`src/logic/cscfg_map.svh`:
```
// Purpose: command codes and field positions of the stack and options words, and the fault counter width
// Assumes: 16-bit word commands
// Notes: defaults come from non-volatile memory ports at reset release, stack setup from pin value when override set
`ifndef CSCFG_MAP_SVH
`define CSCFG_MAP_SVH
`define CSCFG_CMD_STACK 8'hEC
`define CSCFG_CMD_MISC 8'hED
`define CSCFG_STK_CNT_HI 3
`define CSCFG_MISC_PEC 15
`define CSCFG_MISC_BOOT_SD 14
`define CSCFG_MISC_BOOT_FLT 13
`define CSCFG_MISC_RST_ROLE 12
`define CSCFG_MISC_PULLUP_N 3
`define CSCFG_MISC_FLT_CLR 2
`define CSCFG_MISC_RES_HI 1
`define CSCFG_FAULT_COUNTER_CLEAR_MODE_W 8
`endif

```
`src/logic/cscfg_pkg.sv`:
```
// Purpose: types of the converter stack config block
// Assumes: nothing
// Notes: none
package cscfg_pkg;
  typedef enum logic [1:0] {CSCFG_ONE, CSCFG_TWO, CSCFG_THREE, CSCFG_FOUR} cscfg_phase_type;
  typedef enum logic [1:0] {CSCFG_R12, CSCFG_R10, CSCFG_R8, CSCFG_R6} cscfg_res_type;
endpackage

```
`src/logic/cscfg_converter_stack_misc_config.sv`:
```
// Purpose: stack setup and misc options command registers
// Assumes: host side decodes pmbus frames into cmd/wr/rd strobes with pec_present flag
// Notes: nvm values are applied on the first clock after reset release
// How it works
// - low nibble codes 0..3 select one to four phases
// - other nibble codes refused, invalid-data flag pulsed to host
// - bits 15:4 of stack setup read zero and ignore writes
// - stack setup writes accepted only while conversion disabled
// - bit 15 set rejects transactions lacking pec
// - bit 14 set reloads boot voltage on shutdown
// - bit 13 with retry reloads boot voltage on fault restart
// - bit 12 picks power-good or active-low reset pin role
// - in reset role pullup on when bit 3 is zero
// - fault-free cycle decrements counter, or clears it when bit 2 set
// - bits 1:0 choose 12, 10, 8 or 6 bit telemetry
// - power-good held low while conversion disabled
// - stack setup loaded from nvm or pin value per override bit
`timescale 1ns/1ps
`include "cscfg_map.svh"
module cscfg_converter_stack_misc_config
  import cscfg_pkg::*;
(
  input wire logic clk_sys,
  input wire logic rstn,
  input wire logic [7:0] cmd_code,
  input wire logic cmd_wr,
  input wire logic cmd_rd,
  input wire logic pec_present,
  input wire logic [15:0] wr_data,
  output logic [15:0] rd_data,
  output logic cmd_invalid_data,
  output logic cmd_invalid_pec,
  input wire logic [15:0] nvm_stack,
  input wire logic [15:0] nvm_misc,
  input wire logic [3:0] pin_stack,
  input wire logic stack_pin_override,
  input wire logic restore_cmd,
  input wire logic conversion_en,
  input wire logic power_ok,
  input wire logic op_shutdown,
  input wire logic fault_restart,
  input wire logic fault_retry_mode,
  input wire logic pwm_cycle,
  input wire logic fault_seen,
  output logic boot_reload,
  output logic [`CSCFG_FAULT_COUNTER_CLEAR_MODE_W-1:0] fault_count,
  input wire logic power_good_or_reset_pin_i,
  output logic power_good_or_reset_pin_o,
  output logic power_good_or_reset_pin_oe_n,
  output logic pin_pullup_en,
  output logic [1:0] phase_count,
  output logic [1:0] telemetry_resolution_select
);
  // ----------------------------------------
  // decode
  // ----------------------------------------
  function automatic logic stack_code_ok(input logic [3:0] c);
    stack_code_ok = (c[`CSCFG_STK_CNT_HI:2] == 2'h0);
  endfunction

  logic [3:0] stack_follower_count_ff;
  logic [15:0] misc_ff;
  logic init_ff;
  logic [`CSCFG_FAULT_COUNTER_CLEAR_MODE_W-1:0] flt_ff;
  logic [15:0] rd_ff;
  logic inv_ff;
  logic pecbad_ff;
  logic boot_ff;
  logic [3:0] nxt_stack;
  logic [15:0] nxt_misc;
  logic [`CSCFG_FAULT_COUNTER_CLEAR_MODE_W-1:0] nxt_flt;
  wire pec_reject = (cmd_wr | cmd_rd) & misc_ff[`CSCFG_MISC_PEC] & ~pec_present;
  wire wr_ok = cmd_wr & ~pec_reject;
  wire hit_stack = (cmd_code == `CSCFG_CMD_STACK);
  wire hit_misc = (cmd_code == `CSCFG_CMD_MISC);
  wire stack_refuse = wr_ok & hit_stack & (conversion_en | ~stack_code_ok(wr_data[3:0]));
  wire [3:0] load_stack = stack_pin_override ? pin_stack : nvm_stack[3:0];
  wire reset_role = misc_ff[`CSCFG_MISC_RST_ROLE];
  wire flt_full = (flt_ff == {`CSCFG_FAULT_COUNTER_CLEAR_MODE_W{1'b1}});
  // pin released only while running with power in range, same in either role
  wire pin_release = conversion_en & power_ok;
  wire [15:0] stack_word = {12'h000, stack_follower_count_ff};
  wire [15:0] rd_sel = hit_stack ? stack_word : (hit_misc ? misc_ff : 16'h0000);

  // ----------------------------------------
  // next state
  // ----------------------------------------
  always_comb
  begin
    nxt_stack = stack_follower_count_ff;
    if (!init_ff || restore_cmd)
      nxt_stack = load_stack;
    else if (wr_ok && hit_stack && !stack_refuse)
      nxt_stack = wr_data[3:0];
  end

  always_comb
  begin
    nxt_misc = misc_ff;
    if (!init_ff)
      nxt_misc = nvm_misc;
    else if (wr_ok && hit_misc)
      nxt_misc = wr_data;  // reserved bits kept as written; host writes zero
  end

  always_comb
  begin
    nxt_flt = flt_ff;
    if (pwm_cycle && fault_seen)
      nxt_flt = flt_full ? flt_ff : flt_ff + `CSCFG_FAULT_COUNTER_CLEAR_MODE_W'(1);  // holds at top, no wrap
    else if (pwm_cycle && misc_ff[`CSCFG_MISC_FLT_CLR])
      nxt_flt = '0;
    else if (pwm_cycle && flt_ff != '0)
      nxt_flt = flt_ff - `CSCFG_FAULT_COUNTER_CLEAR_MODE_W'(1);
  end

  // ----------------------------------------
  // registers
  // ----------------------------------------
  always_ff @(posedge clk_sys or negedge rstn)
  begin
    if (!rstn)
    begin
      init_ff <= 1'b0;
      stack_follower_count_ff <= 4'h0;
      misc_ff <= 16'h0000;
      flt_ff <= '0;
    end
    else
    begin
      init_ff <= 1'b1;
      stack_follower_count_ff <= nxt_stack;
      misc_ff <= nxt_misc;
      flt_ff <= nxt_flt;
    end
  end

  always_ff @(posedge clk_sys or negedge rstn)
  begin
    if (!rstn)
    begin
      rd_ff <= 16'h0000;
      inv_ff <= 1'b0;
      pecbad_ff <= 1'b0;
      boot_ff <= 1'b0;
    end
    else
    begin
      rd_ff <= (cmd_rd && !pec_reject) ? rd_sel : rd_ff;
      inv_ff <= stack_refuse;
      pecbad_ff <= pec_reject;
      boot_ff <= (op_shutdown & misc_ff[`CSCFG_MISC_BOOT_SD])
        | (fault_restart & fault_retry_mode & misc_ff[`CSCFG_MISC_BOOT_FLT]);
    end
  end

  // ----------------------------------------
  // outputs
  // ----------------------------------------
  assign rd_data = rd_ff;
  assign cmd_invalid_data = inv_ff;
  assign cmd_invalid_pec = pecbad_ff;
  assign boot_reload = boot_ff;
  assign fault_count = flt_ff;
  assign phase_count = stack_follower_count_ff[1:0];
  assign telemetry_resolution_select = misc_ff[`CSCFG_MISC_RES_HI:0];
  // pin drives low only; released level comes from pullup or external resistor
  assign power_good_or_reset_pin_o = 1'b0;
  assign power_good_or_reset_pin_oe_n = pin_release;
  assign pin_pullup_en = reset_role & ~misc_ff[`CSCFG_MISC_PULLUP_N];

  // ----------------------------------------
  // checks
  // ----------------------------------------
  property p_stack_lock;
    @(posedge clk_sys) disable iff (!rstn)
    (init_ff && conversion_en && !restore_cmd) |=> $stable(stack_follower_count_ff);
  endproperty
  a_stack_lock: assert property (p_stack_lock) else $error("stack changed while running");

  property p_stack_valid;
    @(posedge clk_sys) disable iff (!rstn)
    (init_ff && wr_ok && hit_stack && !restore_cmd) |=> stack_follower_count_ff[3:2] == 2'h0
      || $stable(stack_follower_count_ff);
  endproperty
  a_stack_valid: assert property (p_stack_valid) else $error("bad stack code stored");

  property p_inv_flag;
    @(posedge clk_sys) disable iff (!rstn)
    (cmd_wr && !pec_reject && hit_stack && wr_data[3:2] != 2'h0) |=> cmd_invalid_data;
  endproperty
  a_inv_flag: assert property (p_inv_flag) else $error("invalid code not flagged");

  property p_stack_hi_zero;
    @(posedge clk_sys) disable iff (!rstn)
    (cmd_rd && hit_stack && !pec_reject) |=> rd_data[15:4] == 12'h000;
  endproperty
  a_stack_hi_zero: assert property (p_stack_hi_zero) else $error("stack upper bits nonzero");

  property p_pec;
    @(posedge clk_sys) disable iff (!rstn)
    (cmd_wr && misc_ff[15] && !pec_present && hit_misc && init_ff) |=> $stable(misc_ff)
      && cmd_invalid_pec;
  endproperty
  a_pec: assert property (p_pec) else $error("write without pec accepted");

  property p_boot;
    @(posedge clk_sys) disable iff (!rstn)
    (op_shutdown && misc_ff[14]) |=> boot_reload;
  endproperty
  a_boot: assert property (p_boot) else $error("boot reload missing");

  property p_boot_flt;
    @(posedge clk_sys) disable iff (!rstn)
    (!op_shutdown && fault_restart && (!fault_retry_mode || !misc_ff[13])) |=> !boot_reload;
  endproperty
  a_boot_flt: assert property (p_boot_flt) else $error("spurious boot reload");

  property p_pullup;
    @(posedge clk_sys) disable iff (!rstn)
    !misc_ff[12] |-> !pin_pullup_en;
  endproperty
  a_pullup: assert property (p_pullup) else $error("pullup on in power-good role");

  property p_power_good_output_low;
    @(posedge clk_sys) disable iff (!rstn)
    !conversion_en |-> !power_good_or_reset_pin_oe_n;
  endproperty
  a_power_good_output_low: assert property (p_power_good_output_low) else $error("pin released while disabled");

  property p_flt_clr;
    @(posedge clk_sys) disable iff (!rstn)
    (pwm_cycle && !fault_seen && misc_ff[2]) |=> fault_count == '0;
  endproperty
  a_flt_clr: assert property (p_flt_clr) else $error("fault counter not cleared");

  property p_flt_dec;
    @(posedge clk_sys) disable iff (!rstn)
    (pwm_cycle && !fault_seen && !misc_ff[`CSCFG_MISC_FLT_CLR] && fault_count != '0)
      |=> fault_count == $past(fault_count) - `CSCFG_FAULT_COUNTER_CLEAR_MODE_W'(1);
  endproperty
  a_flt_dec: assert property (p_flt_dec) else $error("counter not decremented");

  property p_pullup_on;
    @(posedge clk_sys) disable iff (!rstn)
    (reset_role && !misc_ff[`CSCFG_MISC_PULLUP_N]) |-> pin_pullup_en;
  endproperty
  a_pullup_on: assert property (p_pullup_on) else $error("reset pullup missing");

  property p_phase;
    @(posedge clk_sys) disable iff (!rstn)
    (init_ff && wr_ok && hit_stack && !stack_refuse && !restore_cmd)
      |=> phase_count == $past(wr_data[1:0]);
  endproperty
  a_phase: assert property (p_phase) else $error("phase count not taken");

  property p_res;
    @(posedge clk_sys) disable iff (!rstn)
    (init_ff && wr_ok && hit_misc) |=> telemetry_resolution_select == $past(wr_data[1:0]);
  endproperty
  a_res: assert property (p_res) else $error("resolution not taken");

  property p_restore;
    @(posedge clk_sys) disable iff (!rstn)
    (init_ff && restore_cmd)
      |=> stack_follower_count_ff == $past(stack_pin_override ? pin_stack : nvm_stack[3:0]);
  endproperty
  a_restore: assert property (p_restore) else $error("restore value wrong");

  property p_init;
    @(posedge clk_sys) disable iff (!rstn)
    !init_ff |=> misc_ff == $past(nvm_misc);
  endproperty
  a_init: assert property (p_init) else $error("options not loaded at start");

  property p_pec_rd;
    @(posedge clk_sys) disable iff (!rstn)
    (cmd_rd && misc_ff[`CSCFG_MISC_PEC] && !pec_present)
      |=> cmd_invalid_pec && $stable(rd_data);
  endproperty
  a_pec_rd: assert property (p_pec_rd) else $error("read without pec served");

  property p_boot_off;
    @(posedge clk_sys) disable iff (!rstn)
    (op_shutdown && !misc_ff[`CSCFG_MISC_BOOT_SD] && !fault_restart) |=> !boot_reload;
  endproperty
  a_boot_off: assert property (p_boot_off) else $error("boot reload while off");

  property p_boot_flt_on;
    @(posedge clk_sys) disable iff (!rstn)
    (fault_restart && fault_retry_mode && misc_ff[`CSCFG_MISC_BOOT_FLT]) |=> boot_reload;
  endproperty
  a_boot_flt_on: assert property (p_boot_flt_on) else $error("fault reload missing");

  c_refuse: cover property (@(posedge clk_sys) disable iff (!rstn) stack_refuse);
  c_stack_wr: cover property (@(posedge clk_sys) disable iff (!rstn)
    wr_ok && hit_stack && !stack_refuse);
  c_pec_rej: cover property (@(posedge clk_sys) disable iff (!rstn) pec_reject);
  c_res6: cover property (@(posedge clk_sys) disable iff (!rstn)
    cscfg_res_type'(telemetry_resolution_select) == CSCFG_R6);
  c_pin_low: cover property (@(posedge clk_sys) disable iff (!rstn)
    reset_role && !power_good_or_reset_pin_i);
endmodule

```
`config.mk`:
```
export PLATFORM = sky130hd
export DESIGN_NAME = cscfg_converter_stack_misc_config
export DESIGN_NICKNAME = d
export VERILOG_FILES = /design/src/logic/cscfg_pkg.sv /design/src/logic/cscfg_converter_stack_misc_config.sv
export VERILOG_INCLUDE_DIRS = /design/src /design/src/logic
export SDC_FILE = /design/constraint.sdc
export NUM_CORES = 1
export LEC_CHECK = 0
export BUFFER_PORTS_ARGS = -buffer_cell sky130_fd_sc_hd__clkbuf_2
export CAP_MARGIN = 0
export CORE_MARGIN = 2
export CORE_UTILIZATION = 48
export DETAILED_ROUTE_END_ITERATION = 10
export GPL_ROUTABILITY_DRIVEN = 0
export MAX_ROUTING_LAYER = met4
export PLACE_DENSITY = 0.8
export REMOVE_ABC_BUFFERS = 1
export SLEW_MARGIN = 40
export SYNTH_ARGS = -nofsm -noshare
export SYNTH_HDL_FRONTEND = slang
export SYNTH_SLANG_ARGS = --single-unit
```
`constraint.sdc`:
```
create_clock -name clk_sys -period 2.2 [get_ports clk_sys]
set_input_delay 0.44 -clock clk_sys [delete_from_list [all_inputs] [get_ports clk_sys]]
set_output_delay 0.44 -clock clk_sys [all_outputs]
set_load 0.02 [all_outputs]
```
==> flow_summary_export.csv <==
group,metric,value,unit
floorplanning,placementRows,26,
logic_synthesis,netlist_top_cells_area,"dfrtp_1 47%, mux2_2 15%, a22o_1 4.1%, buf_4 2.7%, o31ai_1 2.1%",
clocking,clock_path_buffers,2,
finish,fin_nets,393,
sta,hold_viol,0,
placed_design,place_area,0.00308,mm2
power,total_power,2.57,mW
sta,post-route-period-util,91.0,%
floorplanning,die_y,76.8,um
sta,layout_min_cycle_time,2000,ps
global_route,grt.total_usage,21.6,%
worst_setup_path,slowest_stage,"dfrtp_1",
clocking,cts.sinks,48,
power,leakage,1.55,nW
floorplanning,die-area,0.00590,mm2
sta,tns,0,ps
clocking,clk_latency,300,ps
drt,vias,2143,
finish,stdcell_area,0.00319,mm2
placed_design,portBuffers,94,
drt,via_per_inst,5.55,
logic_synthesis,synth_edf_count,0,
finish,area_growth,25.5,%
global_route,grt_pass1_vias,2155,
sta,slew_headroom,52.9,%
global_route,antenna_found_initial,0,
drt,totalWireLength,5800,um
sta,worst_pin_slew,699,ps
power,powerDensity,805,mW/mm2
sta,timing.final.ws_setup,198,ps
drt,dr.first_iter.drc_count,186,
clocking,cts_buffers,5,
logic_synthesis,yosys.area.top_type,"dfrtp_1",
sta,clock-skew-final,5.12,ps
logic_synthesis,ys.flop_type,"dfrtp_1",
sta,setup_viol,0,
logic_synthesis,synthArstFlopShare,100,%
clocking,hold_buffers,0,
worst_setup_path,reg2reg_depth,6,
worst_setup_path,critPathMaxStageDelay,480,ps
clocking,h-tree-depth,2,
worst_setup_path,endpoint_kind,"register",
drt,first_pass_iters,4,
worst_setup_path,regToRegEndpoint,"fault_count[0]",
sta,final_max_slew_viol_count,0,
clocking,cts_setup_buffers,0,
logic_synthesis,synthCells,221,
power,max-vdd-ir-drop,0.000410,V
logic_synthesis,ys_seq_area_share,47.2,%
worst_setup_path,r2r-start,"fault_count[1]",
finish,antenna_cells,0,
floorplanning,ios,109,
drt,wl_per_cell,15.0,um
worst_setup_path,crit_type,"reg2reg",
logic_synthesis,synth_seq_cells,48,
logic_synthesis,ys_types,50,
worst_setup_path,regToRegSetupSlack,200,ps
finish,stdcell_count,386,
drt,drc,0,
placed_design,pre_cts_ws,153,ps
worst_hold_path,hold_class,"in2async",
placed_design,hpwlAfterDp,4430,um
global_route,grt_pass1_wl,10100,um
worst_setup_path,critPathArrivalTime,2180,ps
worst_setup_path,required,2380,ps
clocking,cts_tree,"done",
floorplanning,start_util,49.8,%
logic_synthesis,yosysTopAreaCellShare,47.2,%
sta,timing.fmax,0.500,GHz
worst_setup_path,worstPathMaxFanout,8,
sta,rsz0062_at_grt,"no",
global_route,grt_start_max_net_pins,28,
global_route,gr-total-overflow,0,
floorplanning,die_width,76.8,um
clocking,clk_pin_slew,90,ps
logic_synthesis,netlist_area,0.00254,mm2
worst_setup_path,cp-start-kind,"register",
finish,drive_gt1_share,47.8,%
worst_setup_path,crit_path_cell_trace,"inv_1, ha_1, nor3b_1, and4b_1, or2_1, o21ai_0",
logic_synthesis,synth.avg_cell_area,11.5,um2
drt,ant_nets,0,
floorplanning,core_area,0.00511,mm2
run_status,status,"complete, no violations",
job,cap_violations,0,
clocking,clockRootBuffer,"clkbuf_8",
placed_design,dp_cells,378,
logic_synthesis,synth_warnings,0,
-- area by class of cell --
type                       count  area, um2
clock inverter                 3       46.3
sequential                    48       1200
fill                         439       1910
timing repair buffer         103        551
tap                           70       87.6
clock buffer                   5       68.8
inverter                       4       15.0
multi-input combinational    153       1220
-- power breakdown --
part	switching [mW]	leakage, nW	internal, mW
Combinational	0.423	0.886	0.354
Clock	0.303	0.0548	0.342
Sequential	0.159	0.609	0.992
Total	0.885	1.55	1.69
-- cells in the final DEF (no fill, tap or decap), drive strengths merged, types with 6 or more instances in the layout --
| cell type | n |
|---|---|
| nand2 | 6 |
| nor2 | 9 |
| o21ai | 11 |
| a22o | 12 |
| mux2 | 35 |
| dfrtp | 48 |
| o31ai | 7 |
| buf | 9 |
| clkbuf | 99 |
-- cell families after synthesis --
group	Yosys count	synth area share, %
muxes	39	17.1
and+or+nand+nor	51	11.8
AOI/OAI and AO/OA	58	17.5
adders and majority gates	3	1.48
other	2	0.295
buffers and inverters	20	4.67
DFF	48	47.2
-- worst max-delay path: cells and delay by family (launching register included) --
family | cells | cell delay, ps
and+or+nand+nor | 3 | 1010
adders and majority gates | 1 | 140
AOI/OAI and AO/OA | 1 | 130
buffers and inverters | 1 | 130
DFF | 1 | 480
-- layer usage --
metal | up-vias | track usage [%] | wire length, um
li1 | 1020 | - | -
met1 | 1013 | 27.3 | 2530
met2 | 104 | 35.7 | 2820
met3 | 6 | 3.18 | 378
met4 | 0 | 7.27 | 71
met5 | - | - | 0
-- repair_timing --
action	CTS	global route
endpoints found under the setup margin	0	6
hold endpoints to repair	0	0
resized for setup	0	1
-- through the flow --
stage               utilization [%]  hold slack [ps]
detailed placement             60.3              460
CTS                            62.5              127
floorplan                         -              144
finish                         62.5              117
global route                   62.5              158
global placement               60.3              450
-- registers in the layout, summed over array words and instances (netlist names) --
register / flops
boot_reload: 1
cmd_invalid_data: 1
cmd_invalid_pec: 1
fault_count: 8
init_ff: 1
misc_ff: 16
rd_data: 16
stack_follower_count_ff: 4
-- worst max-delay path by stage --
| stage | depth (start not counted) | end | slack, ps | start |
|---|---|---|---|---|
| after floorplan | 4 | stack_follower_count_ff[0] | 330 | init_ff |
| after global placement | 6 | fault_count[0] | 200 | fault_count[1] |
| after detailed placement | 6 | fault_count[0] | 150 | fault_count[1] |
| after CTS | 6 | fault_count[0] | 120 | fault_count[1] |
| after global routing | 6 | fault_count[0] | 30 | fault_count[1] |
| final | 6 | fault_count[0] | 200 | fault_count[1] |
-- Yosys cell counts (all sizes together) (2+ instances only) --
| library cell | number |
|---|---|
| o21ai | 11 |
| a31oi | 5 |
| o41ai | 2 |
| and3 | 4 |
| mux2i | 4 |
| nor2b | 2 |
| o22ai | 2 |
| and2 | 3 |
| ha | 3 |
| a22oi | 2 |
| a22o | 12 |
| conb | 2 |
| nor3 | 5 |
| dfrtp | 48 |
| a221o | 4 |
| o31ai | 7 |
| and4 | 4 |
| nand4 | 2 |
| mux2 | 35 |
| nor3b | 2 |
| nor2 | 9 |
| a21oi | 4 |
| or2 | 2 |
| o2bb2ai | 2 |
| nand3 | 5 |
| inv | 4 |
| clkbuf | 3 |
| buf | 13 |
| nand2 | 6 |
| o21a | 3 |
Note: power is estimated with default switching activity, not from simulation.
